[src/swwd_defines.svh]
`ifndef SWWD_DEFINES_SVH
`define SWWD_DEFINES_SVH
`define SWWD_CLK_HZ          20000000
`define SWWD_TOUT_MS         18
`define SWWD_TOUT_CYC        ((`SWWD_CLK_HZ / 1000) * `SWWD_TOUT_MS)
// Byte addresses of the register words
`define SWWD_ADDR_STATUS     8'h00
`define SWWD_ADDR_INTCTL     8'h04
`define SWWD_ADDR_PCEA       8'h08
`define SWWD_ADDR_PCEB       8'h0c
`define SWWD_ADDR_PERIPHERAL_IRQ_ENABLE_1       8'h10
`define SWWD_ADDR_PERIPHERAL_IRQ_ENABLE_2       8'h14
`define SWWD_ADDR_PERIPHERAL_IRQ_FLAG_1       8'h18
`define SWWD_ADDR_PERIPHERAL_IRQ_FLAG_2       8'h1c
`define SWWD_ADDR_WDCFG      8'h20
`define SWWD_ADDR_ANAEN      8'h24
`define SWWD_ADDR_WDCNT      8'h28
// core_status field positions
`define SWWD_ST_TO           4
`define SWWD_ST_PD           3
// interrupt_control field positions
`define SWWD_IC_GIE          7
`define SWWD_IC_PERIPHERAL_INTERRUPT_ENABLE         6
`define SWWD_IC_INTE         4
`define SWWD_IC_IOCE         3
`define SWWD_IC_INTF         1
`define SWWD_IC_IOCF         0
// watchdog config word: bit 3 assigns prescaler, bits 2:0 ratio
`define SWWD_WC_PSA          3
`define SWWD_RST_STATUS      8'h18
`define SWWD_RST_WDCFG       8'h0f
`endif

[src/swwd_pkg.sv]
package swwd_pkg;
  typedef enum logic [1:0] {
    SWWD_RUN,
    SWWD_SLEEP,
    SWWD_WAKE
  } swwd_state_t;
endpackage

[src/swwd_ctrl.sv]
`timescale 1ns/100ps
`include "swwd_defines.svh"
module swwd_ctrl #(
  parameter int unsigned TOUT_CYC = `SWWD_TOUT_CYC
) (
  input  wire logic        mclk_i,
  input  wire logic        rst_i,
  // AHB-Lite slave
  input  wire logic        hsel_i,
  input  wire logic [31:0] haddr_i,
  input  wire logic [1:0]  htrans_i,
  input  wire logic        hwrite_i,
  input  wire logic [2:0]  hsize_i,
  input  wire logic [31:0] hwdata_i,
  input  wire logic        hready_i,
  output logic      [31:0] hrdata_o,
  output logic             hreadyout_o,
  output logic             hresp_o,
  // Core side
  input  wire logic        sleep_instr_i,
  input  wire logic        wdt_clear_instr_i,
  input  wire logic        watchdog_config_enable_i,
  input  wire logic        external_reset_pin_i,
  input  wire logic        external_reset_pin_en_i,
  input  wire logic        power_on_reset_i,
  input  wire logic        ext_edge_irq_i,
  input  wire logic [7:0]  pin_change_a_i,
  input  wire logic [7:0]  pin_change_b_i,
  input  wire logic [7:0]  periph_irq_1_i,
  input  wire logic [7:0]  periph_irq_2_i,
  input  wire logic [7:0]  port_out_i,
  input  wire logic [7:0]  port_oe_i,
  output logic      [7:0]  port_out_o,
  output logic      [7:0]  port_oe_o,
  output logic             core_clk_en_o,
  output logic             device_reset_o,
  output logic             irq_vector_o,
  output logic             analog_supply_en_o,
  output logic             adc_usable_o,
  output logic      [7:0]  analog_enable_o,
  output logic             asleep_o
);
  swwd_pkg::swwd_state_t state;
  logic [7:0]  core_status, interrupt_control;
  logic [7:0]  pin_change_enable_a, pin_change_enable_b;
  logic [7:0]  peripheral_irq_enable_1, peripheral_irq_enable_2;
  logic [7:0]  peripheral_irq_flag_1, peripheral_irq_flag_2;
  logic [3:0]  wd_cfg;
  logic [7:0]  analog_en;
  logic        adc_ref_analog_supply;
  logic [7:0]  pc_a_q, pc_b_q, port_out_q, port_oe_q;
  logic [6:0]  presc;
  logic [31:0] wd_cnt;
  logic        ap_valid, ap_write;
  logic [7:0]  ap_addr;
  logic        wr_hit;
  logic [7:0]  wdata;
  logic [7:0]  pc_a_evt, pc_b_evt;
  logic        pc_evt, wake_irq, wd_tick, wd_tout, wd_run;
  logic        sleep_go, sleep_nop, hard_wake, irq_wake, wd_clr;

  // Decode of one address-phase register select
  function automatic logic sel(input logic [7:0] a, input logic [7:0] r);
    return a == r;
  endfunction

  // AHB address phase capture; always zero wait states
  always_ff @(posedge mclk_i or posedge rst_i) begin
    if (rst_i) begin
      ap_valid <= 1'b0;
      ap_write <= 1'b0;
      ap_addr  <= 8'h00;
    end else if (hready_i) begin
      ap_valid <= hsel_i & htrans_i[1];
      ap_write <= hwrite_i;
      ap_addr  <= haddr_i[7:0];
    end
  end
  assign hreadyout_o = 1'b1;
  assign hresp_o     = 1'b0;
  assign wr_hit      = ap_valid & ap_write;
  assign wdata       = hwdata_i[7:0];

  // Pin-change edges, enabled per pin
  assign pc_a_evt = (pin_change_a_i ^ pc_a_q) & pin_change_enable_a;
  assign pc_b_evt = (pin_change_b_i ^ pc_b_q) & pin_change_enable_b;
  assign pc_evt   = |{pc_a_evt, pc_b_evt};
  always_ff @(posedge mclk_i or posedge rst_i) begin
    if (rst_i) begin
      pc_a_q <= 8'h00;
      pc_b_q <= 8'h00;
    end else begin
      pc_a_q <= pin_change_a_i;
      pc_b_q <= pin_change_b_i;
    end
  end

  // individual enables gate wake, global enable ignored
  assign wake_irq =
    (interrupt_control[`SWWD_IC_INTE] & interrupt_control[`SWWD_IC_INTF]) |
    (interrupt_control[`SWWD_IC_IOCE] & interrupt_control[`SWWD_IC_IOCF]) |
    (interrupt_control[`SWWD_IC_PERIPHERAL_INTERRUPT_ENABLE] &
     |{peripheral_irq_flag_1 & peripheral_irq_enable_1,
       peripheral_irq_flag_2 & peripheral_irq_enable_2});

  // pending enabled flag turns sleep into a no-op
  assign sleep_nop = (state == swwd_pkg::SWWD_RUN) & sleep_instr_i & wake_irq;
  assign sleep_go  = (state == swwd_pkg::SWWD_RUN) & sleep_instr_i &
                     ~sleep_nop;
  assign hard_wake = power_on_reset_i |
                     (external_reset_pin_en_i & external_reset_pin_i);
  // irq or watchdog wake continues execution
  assign irq_wake  = (state == swwd_pkg::SWWD_SLEEP) & (wake_irq | wd_tout);

  assign wd_run = watchdog_config_enable_i;
  // power-of-two prescaler, ratio 2**field when assigned
  // Compare with >= so a ratio cut below the count ticks at once, no wrap
  assign wd_tick = ~wd_cfg[`SWWD_WC_PSA] ? 1'b1 :
                   (presc >= ((7'h01 << wd_cfg[2:0]) - 7'h01));
  assign wd_tout = wd_run & wd_tick & (wd_cnt == TOUT_CYC - 1);
  // clear on instruction, sleep entry and irq or time-out wake
  assign wd_clr  = wdt_clear_instr_i | sleep_go | irq_wake | ~wd_run;

  // Sleep state machine
  always_ff @(posedge mclk_i or posedge rst_i) begin
    if (rst_i) begin
      state <= swwd_pkg::SWWD_RUN;
    end else if (hard_wake) begin
      state <= swwd_pkg::SWWD_RUN;
    end else begin
      unique case (state)
        swwd_pkg::SWWD_RUN: begin
          if (sleep_go)
            state <= swwd_pkg::SWWD_SLEEP;
        end
        swwd_pkg::SWWD_SLEEP: begin
          if (irq_wake)
            state <= swwd_pkg::SWWD_WAKE;
        end
        swwd_pkg::SWWD_WAKE: begin
          state <= swwd_pkg::SWWD_RUN;
        end
      endcase
    end
  end

  // prescaler and counter; ratio may change at any time
  always_ff @(posedge mclk_i or posedge rst_i) begin
    if (rst_i) begin
      presc  <= 7'h00;
      wd_cnt <= 32'h0;
    end else if (wd_clr | wd_tout) begin
      presc  <= 7'h00;
      wd_cnt <= 32'h0;
    end else if (wd_tick) begin
      presc  <= 7'h00;
      wd_cnt <= wd_cnt + 32'h1;
    end else begin
      presc  <= presc + 7'h01;
    end
  end

  // time-out while running resets; pin and power-on reset
  always_ff @(posedge mclk_i or posedge rst_i) begin
    if (rst_i)
      device_reset_o <= 1'b0;
    else
      device_reset_o <= hard_wake |
                        (wd_tout & (state == swwd_pkg::SWWD_RUN));
  end

  // vector after the prefetched instruction only with global enable
  always_ff @(posedge mclk_i or posedge rst_i) begin
    if (rst_i)
      irq_vector_o <= 1'b0;
    else
      irq_vector_o <= (state == swwd_pkg::SWWD_WAKE) &
                      interrupt_control[`SWWD_IC_GIE] & wake_irq;
  end

  // Status flags; hardware events win over a software write
  always_ff @(posedge mclk_i or posedge rst_i) begin
    if (rst_i) begin
      core_status <= `SWWD_RST_STATUS;
    end else begin
      if (wr_hit & sel(ap_addr, `SWWD_ADDR_STATUS))
        core_status <= {wdata[7:5], core_status[4:3], wdata[2:0]};
      // sleep entry clears power-down, sets time-out
      if (sleep_go) begin
        core_status[`SWWD_ST_PD] <= 1'b0;
        core_status[`SWWD_ST_TO] <= 1'b1;
      end
      if (wd_tout)
        core_status[`SWWD_ST_TO] <= 1'b0;
      // Power-on restores both flags high
      if (power_on_reset_i) begin
        core_status[`SWWD_ST_PD] <= 1'b1;
        core_status[`SWWD_ST_TO] <= 1'b1;
      end
    end
  end

  // Interrupt control and flags; a new event wins over a clear
  always_ff @(posedge mclk_i or posedge rst_i) begin
    if (rst_i) begin
      interrupt_control     <= 8'h00;
      peripheral_irq_flag_1 <= 8'h00;
      peripheral_irq_flag_2 <= 8'h00;
    end else begin
      if (wr_hit & sel(ap_addr, `SWWD_ADDR_INTCTL))
        interrupt_control <= wdata;
      if (ext_edge_irq_i)
        interrupt_control[`SWWD_IC_INTF] <= 1'b1;
      if (pc_evt)
        interrupt_control[`SWWD_IC_IOCF] <= 1'b1;
      // Software may clear, but a pulse in the same cycle still sets
      if (wr_hit & sel(ap_addr, `SWWD_ADDR_PERIPHERAL_IRQ_FLAG_1))
        peripheral_irq_flag_1 <= wdata | periph_irq_1_i;
      else
        peripheral_irq_flag_1 <= peripheral_irq_flag_1 | periph_irq_1_i;
      if (wr_hit & sel(ap_addr, `SWWD_ADDR_PERIPHERAL_IRQ_FLAG_2))
        peripheral_irq_flag_2 <= (wdata | periph_irq_2_i) & 8'hdf;
      else
        peripheral_irq_flag_2 <= (peripheral_irq_flag_2 | periph_irq_2_i) &
                                 8'hdf;
    end
  end

  // Plain enable registers and watchdog config
  always_ff @(posedge mclk_i or posedge rst_i) begin
    if (rst_i) begin
      pin_change_enable_a     <= 8'h00;
      pin_change_enable_b     <= 8'h00;
      peripheral_irq_enable_1 <= 8'h00;
      peripheral_irq_enable_2 <= 8'h00;
      wd_cfg                  <= 4'(`SWWD_RST_WDCFG);
    end else if (wr_hit) begin
      if (sel(ap_addr, `SWWD_ADDR_PCEA))
        pin_change_enable_a <= wdata;
      if (sel(ap_addr, `SWWD_ADDR_PCEB))
        pin_change_enable_b <= wdata;
      if (sel(ap_addr, `SWWD_ADDR_PERIPHERAL_IRQ_ENABLE_1))
        peripheral_irq_enable_1 <= wdata;
      if (sel(ap_addr, `SWWD_ADDR_PERIPHERAL_IRQ_ENABLE_2))
        peripheral_irq_enable_2 <= wdata & 8'hdf;
      // prescaler reassignment allowed in any state
      if (sel(ap_addr, `SWWD_ADDR_WDCFG))
        wd_cfg <= wdata[3:0];
    end
  end

  // analog enables are software only; sleep never touches them
  always_ff @(posedge mclk_i or posedge rst_i) begin
    if (rst_i) begin
      analog_en    <= 8'h00;
      adc_ref_analog_supply <= 1'b1;
    end else if (wr_hit & sel(ap_addr, `SWWD_ADDR_ANAEN)) begin
      analog_en    <= wdata;
      adc_ref_analog_supply <= hwdata_i[8];
    end
  end

  // port drive frozen at sleep entry
  always_ff @(posedge mclk_i or posedge rst_i) begin
    if (rst_i) begin
      port_out_q <= 8'h00;
      port_oe_q  <= 8'h00;
    end else if (state == swwd_pkg::SWWD_RUN) begin
      port_out_q <= port_out_i;
      port_oe_q  <= port_oe_i;
    end
  end
  assign port_out_o = port_out_q;
  assign port_oe_o  = port_oe_q;

  // core clock gated while asleep; entry clears the watchdog and alters the PD and TO flags
  assign asleep_o      = (state == swwd_pkg::SWWD_SLEEP);
  assign core_clk_en_o = ~asleep_o;
  // analog supply off in sleep; converter unusable on that reference
  assign analog_supply_en_o = ~asleep_o;
  assign adc_usable_o       = ~(asleep_o & adc_ref_analog_supply);
  assign analog_enable_o    = analog_en;

  // Read mux, combinational in the data phase from the captured address
  always_comb begin
    hrdata_o = 32'h0;
    if (ap_valid & ~ap_write) begin
      unique case (ap_addr)
        `SWWD_ADDR_STATUS: hrdata_o[7:0] = core_status;
        `SWWD_ADDR_INTCTL: hrdata_o[7:0] = interrupt_control;
        `SWWD_ADDR_PCEA:   hrdata_o[7:0] = pin_change_enable_a;
        `SWWD_ADDR_PCEB:   hrdata_o[7:0] = pin_change_enable_b;
        `SWWD_ADDR_PERIPHERAL_IRQ_ENABLE_1:   hrdata_o[7:0] = peripheral_irq_enable_1;
        `SWWD_ADDR_PERIPHERAL_IRQ_ENABLE_2:   hrdata_o[7:0] = peripheral_irq_enable_2;
        `SWWD_ADDR_PERIPHERAL_IRQ_FLAG_1:   hrdata_o[7:0] = peripheral_irq_flag_1;
        `SWWD_ADDR_PERIPHERAL_IRQ_FLAG_2:   hrdata_o[7:0] = peripheral_irq_flag_2;
        `SWWD_ADDR_WDCFG:  hrdata_o[3:0] = wd_cfg;
        `SWWD_ADDR_ANAEN:  hrdata_o[8:0] = {adc_ref_analog_supply, analog_en};
        `SWWD_ADDR_WDCNT:  hrdata_o      = wd_cnt;
        default:           hrdata_o      = 32'h0;
      endcase
    end
  end
endmodule // swwd_ctrl

[config.mk]
export PLATFORM = sky130hd
export DESIGN_NAME = swwd_ctrl
export DESIGN_NICKNAME = d
export VERILOG_FILES = /design/src/swwd_pkg.sv /design/src/swwd_ctrl.sv
export VERILOG_INCLUDE_DIRS = /design/src
export SDC_FILE = /design/constraint.sdc
export NUM_CORES = 1
export LEC_CHECK = 0
export BUFFER_PORTS_ARGS = -buffer_cell sky130_fd_sc_hd__clkbuf_2
export CORE_MARGIN = 2
export CORE_UTILIZATION = 55
export CTS_BUF_LIST = sky130_fd_sc_hd__clkbuf_16
export DETAILED_ROUTE_END_ITERATION = 16
export GPL_TIMING_DRIVEN = 0
export HOLD_SLACK_MARGIN = 0.02
export PLACE_DENSITY = 0.82
export SLEW_MARGIN = 20
export SYNTH_ARGS = -nofsm -noshare
export SYNTH_HDL_FRONTEND = slang
export SYNTH_SLANG_ARGS = --single-unit
[constraint.sdc]
create_clock -name mclk_i -period 7.4 [get_ports mclk_i]
set_clock_uncertainty 0.15 [all_clocks]
set_input_delay 0 -clock mclk_i [delete_from_list [all_inputs] [get_ports mclk_i]]
set_output_delay 0 -clock mclk_i [all_outputs]
set_load 0.02 [all_outputs]
# Word level (Yosys, flattened, before mapping)
# Cells that the tools add are included.
# op_classes
addsub,3
n_mul,0
div,0
magnitude_cmp,1
n_eq_ne,15
shifts,1
muxes,22
n_bitwise,46
reduce_logical,15
# ops
operator,n
$mux 32,3
$pmux 4 s11,1
$pmux 4 s10,1
$add 32x1->32 const B,1
$and 8x8->8,4
$eq 32x19->1 const B,1
$eq 8x5->1 const B,4
$or 8x8->8,4
$reduce_or 16->1,2
$eq 8x6->1 const B,3
$mux 23,1
$and 1x1->1,22
$eq 8x4->1 const B,2
$mux 8,2
$xor 8x8->8,2
$mux 7,2
$mux 2,6
$reduce_and 2->1,6
$or 1x1->1,9
$eq 8x3->1 const B,1
$logic_not 8->1,1
$reduce_bool 2->1,4
$add 7x1->7 const B,1
$ge 7x7->1,1
other kinds (12),19
# word_totals
ff_bits,161
latch_bits,0
ram_bits,0
romBits,0
input_bits,129
out_inout_bits,64
elab_cells,130
memories,0

# Longest topological paths before layout
# logic_depth
ltp_word,12
mapped_depth,10

# Least setup slack after synthesis
# No wires, ideal clock.
# synth_path
path_type,register to register
startpoint,register wd_cfg[1]
endpoint,register state[0]
setup_time_ns,0.079
arrival_ns,2.416
required_time_ns,7.171
setup_slack_ns,4.755
path_stages_with_launch,10
n_path_buf,1
period_less_slack_ns,2.645
cell_sequence,dfstp_2 -> or3_1 -> ha_1 -> nand2b_1 -> a211oi_1 -> o2111ai_1 -> buf_2 -> and3_1 -> o31ai_1 -> mux2i_1
# synth_via
elab_chain_len,10
# synth_lines
item,line,text
"start, declared",swwd_ctrl.sv:48,logic [3:0] wd_cfg;
"start signal, assigned",swwd_ctrl.sv:236,wd_cfg <= 4'(`SWWD_RST_WDCFG);
"start signal, assigned",swwd_ctrl.sv:248,wd_cfg <= wdata[3:0];
$shl 1x3->7,swwd_ctrl.sv:119,(presc >= ((7'h01 << wd_cfg[2:0]) - 7'h01));
$sub 7x1->7,swwd_ctrl.sv:119,
$ge 7x7->1,swwd_ctrl.sv:119,
$mux 1,swwd_ctrl.sv:118,assign wd_tick = ~wd_cfg[`SWWD_WC_PSA] ? 1'b1 :
$and 1x1->1 (2 in series),swwd_ctrl.sv:120,assign wd_tout = wd_run & wd_tick & (wd_cnt == TOUT_CYC - 1);
$or 1x1->1,swwd_ctrl.sv:113,assign irq_wake = (state == swwd_pkg::SWWD_SLEEP) & (wake_irq | wd_tout);
$and 1x1->1,swwd_ctrl.sv:113,
$ne 3x1->1 (no source line),--,
$reduce_and 2->1 (no source line),--,
"end signal, assigned",swwd_ctrl.sv:127,state <= swwd_pkg::SWWD_RUN;
"end signal, assigned",swwd_ctrl.sv:129,state <= swwd_pkg::SWWD_RUN;
"end signal, assigned",swwd_ctrl.sv:134,state <= swwd_pkg::SWWD_SLEEP;
"end, declared",swwd_ctrl.sv:43,swwd_pkg::swwd_state_t state;
# Every way passes these cells.
# A chain may end at the register's enable or synchronous reset.

# Final worst setup path
# layout_path
startpoint,register ap_addr[2]
endpoint,output hrdata_o[0]
# layout_via
elab_chain_len,3
elab_cells_between_ends,13
cone_classes,eq/ne: 10; mux: 2; reduce/logical: 1
# layout_lines
item,line,text
"start, declared",swwd_ctrl.sv:55,logic [7:0] ap_addr;
"start signal, assigned",swwd_ctrl.sv:76,ap_addr <= haddr_i[7:0];
$eq 8x6->1 (tied with other cells),swwd_ctrl.sv:288,unique case (ap_addr)
$pmux 4 s11 *,swwd_ctrl.sv:288,
$mux 32 *,swwd_ctrl.sv:287,if (ap_valid & ~ap_write) begin
"end, declared",swwd_ctrl.sv:16,"output logic [31:0] hrdata_o,"
# Mark *: on every way between the ends. The rest lies on a longest branch, timed or not.

==> metrics.txt <==
status complete, no violations; Worst-path clk slew around 0.060 ns; fin area ~0.010 mm^2; Period minus WS final 3.50 ns; DR vias 6999; critical path class flop to primary output; Placed Instances ~1000; Syn Std Cell Area about 0.008 mm^2; mux share of post-synthesis cell area a little under an eighth; Critical Path Sink Type primary output; TritonCTS Buffers 17; HP Class primary input to flop; CTS tree yes; synth warn 0; fraction of layout cells with a size suffix above 1 between 20% and 30%; DPL Wire Length roughly 15000 um; worst-margin pin slew roughly 1.2 ns; drt pass-1 iters 6; Crit path buffers/inverters 3; Post-Synthesis Cells between 700 and 800; Area Overhead vs Synth 29.6%; CP required about 7.3 ns; Synth Flop Type dfrtp_1; vias in the first global route about 7100; CP Max Fanout 10; Synth Area in Adders under 10%; DIE AREA 0.0155 mm^2; Post-Synthesis Net Count around 860; XOR/XNOR share of the synthesized area between 5 and 6%; number of diodes 0; vias per inst just over 6; die span in y 125 um; Max-Cap Viols 0; Antenna Nets Post-Route 0; Die Wd ~120 um; reg-to-reg setup timing slack between 4 and 5 ns; Max transition margin around 23%; delay-heaviest family, CP simple AND/OR/NAND/NOR gates; # DRC 0; ys async rst share between 90% and 100%; area fraction in compound gates after synthesis a little under an eighth; syn_area_per_cell 11.1 um^2; WP data arrival between 3 and 4 ns; Setup violations, final 0; Initial Util between 50% and 60%; antenna violations before repair 0; PD cells a little over 200 mW/mm^2; drt total wl 22800 um; CTS root buffer clkbuf_16; Cell Rows between 40 and 50; I/O Buffers roughly 140; clk sink count 160; largest net degree at the start of global routing 93; final setup TNS 0 ns; EDFF count, synth 0; worst skew pair latency about 0.43 ns; Fmax achieved 0.285 GHz; Max IR drop VDD ~0.22 mV; final number of hold-violating endpoints 0; gr ovfl total 0; non-filler instance count after layout between 1000 and 1500; first-pass GRT wire length around 37000 um; largest family of logic cells by synthesized area simple AND/OR/NAND/NOR gates; Static Leakage roughly 4.5 nW; Worst setup SP type flop; I/O pins 193; initial drt markers a little under 800; register area share after synthesis 50.2%; flops & latches, synth 160; Nets approximately 1100; worst setup margin approximately 3.9 ns; RePlAce Congestion roughly 0.97; RSZ-0062 raised after global routing no; GRT Util Overall between 20% and 30%; CTS H-tree depth 4; Post-Synth Simple-Gate Area roughly 17%; placed cell area 0.00894 mm^2; Wirelength per Cell just under 20 um; fin. max-slew vios 0; Final Cycle Share between 40% and 50%; Worst path max stage delay approximately 0.94 ns; pre-CTS WS ~4.3 ns; clock buffer depth 2; Synth cell types 63; crit-path cells buf_2 > nor4_2 > clkbuf_1 > a222oi_1 > o21ai_0 > o21a_1 > clkbuf_2; CORE AREA between 0.01 and 0.015 mm^2; Slowest-stage cell, CP nor4_2
-- repair_timing --
action | 4_1_cts | 5_1_grt
endpoints found under the hold margin | 192 | 0
resized for setup | 0 | 0
buffers inserted | 0 | 0
hold buffers | 85 | 0
-- layout make-up --
class	count	area, um^2
buffer	33	145
clock inverter	15	153
clock buffer	17	425
fill	1032	4000
inverter	17	71.3
timing repair buffer	221	1550
tap	184	230
multi-input combinational	511	3780
sequential	160	4010
-- cell families (layout without fill, tap and decap cells) --
group	Yosys count	count (layout)
multiplexers	84	84
XOR/XNOR	46	46
AND/OR/NAND/NOR	244	244
AO/OA/AOI/OAI	122	122
adder cells (fa/ha/maj)	13	13
buffers and inverters	50	303
flip-flops	160	160
other	2	2
-- report_power, final --
part           internal [mW]  total [mW]  switching [mW]
combinational          0.134       0.304           0.171
clock                  0.522       0.875           0.353
sequential             0.922       0.960          0.0376
total                   1.58        2.14           0.561
-- synth_stat cells (5+ instances only) --
cell      instances  area (um^2)
o21ai_0          14         70.1
and3_1           12         75.1
a222oi_1         12          120
ha_1             13          163
clkbuf_1         19         71.3
xnor2_1          10         87.6
nor3_1           13         65.1
inv_1            17         63.8
nand2_1          35          131
a211o_1          17          149
a21oi_1          15         75.1
nor2_1           54          203
a22oi_1          28          210
nand3_1          16         80.1
nor2b_1          20          125
or3_1             7         43.8
and2_1           23          144
buf_2             8         40.0
dfstp_2           7          184
mux2_2           81          912
nor2_2            7         43.8
nor4_1            5         31.3
xor2_1           36          315
o22ai_1           5         31.3
nand4_1          26          163
dfrtp_1         153         3830
-- path summary, 6_finish.rpt --
kind | startpoint | endpoint | depth (start not counted)
max | ap_addr[2] | hrdata_o[0] | 7
min | hwdata_i[1] | wd_cfg[1] | 2
max reg2reg | ap_addr[5] | peripheral_irq_flag_1[6] | 7
min reg2reg | presc[0] | presc[0] | 1
max in group asynchronous | rst_i | port_oe_o[2] | 4
min in group asynchronous | rst_i | pc_a_q[7] | 3
-- layout by cell type (no fill, tap or decap), drive strengths merged, types with 4 or more instances in the layout --
cell type,netlist,final
a22o,4,4
xnor2,10,10
and3,12,12
nand2,36,36
nand4,26,26
a21oi,15,15
inv,17,21
a211o,17,17
nand3,18,18
ha,13,13
clkinv,0,5
nor4,7,7
nor2,62,62
mux2,81,81
dlygate4sd3,0,85
a22oi,28,28
o21ai,15,15
nor3,15,15
and2,24,24
dfstp,7,7
nand2b,4,4
xor2,36,36
nor2b,20,20
clkbuf,19,171
or3,8,8
o31a,4,4
o22ai,5,5
buf,14,15
a222oi,12,12
dfrtp,153,153
-- layer usage --
layer / GRT usage, % / vias up / part of all wire, %
met5: 0 / - / 0
met4: 11.7 / 0 / 3.2
met3: 5.20 / 61 / 7.3
met2: 48.2 / 329 / 48
met1: 40.8 / 3502 / 41
li1: - / 3107 / -
-- registers in the layout, summed over array words and instances (netlist names), 8 cells and up --
register and count:
ap_addr 8, pc_a_q 8, interrupt_control 8, pin_change_enable_a 8
port_oe_o 8, port_out_o 8, peripheral_irq_flag_1 8, core_status 8
peripheral_irq_enable_1 8, wd_cnt 32, pin_change_enable_b 8, analog_enable_o 8
pc_b_q 8
-- metrics by stage --
step           utilization, %  power [mW]  hold slack (ns)
2_1_floorplan               -        1.14           -0.119
3_3_place_gp             62.0        1.23          -0.0159
3_5_place_dp             62.2        1.24          -0.0120
4_1_cts                  72.2        2.14           0.0452
5_1_grt                  72.2        2.21           0.0778
6_report                 72.2        2.14           0.0558
(Power assumes the default switching activity.)
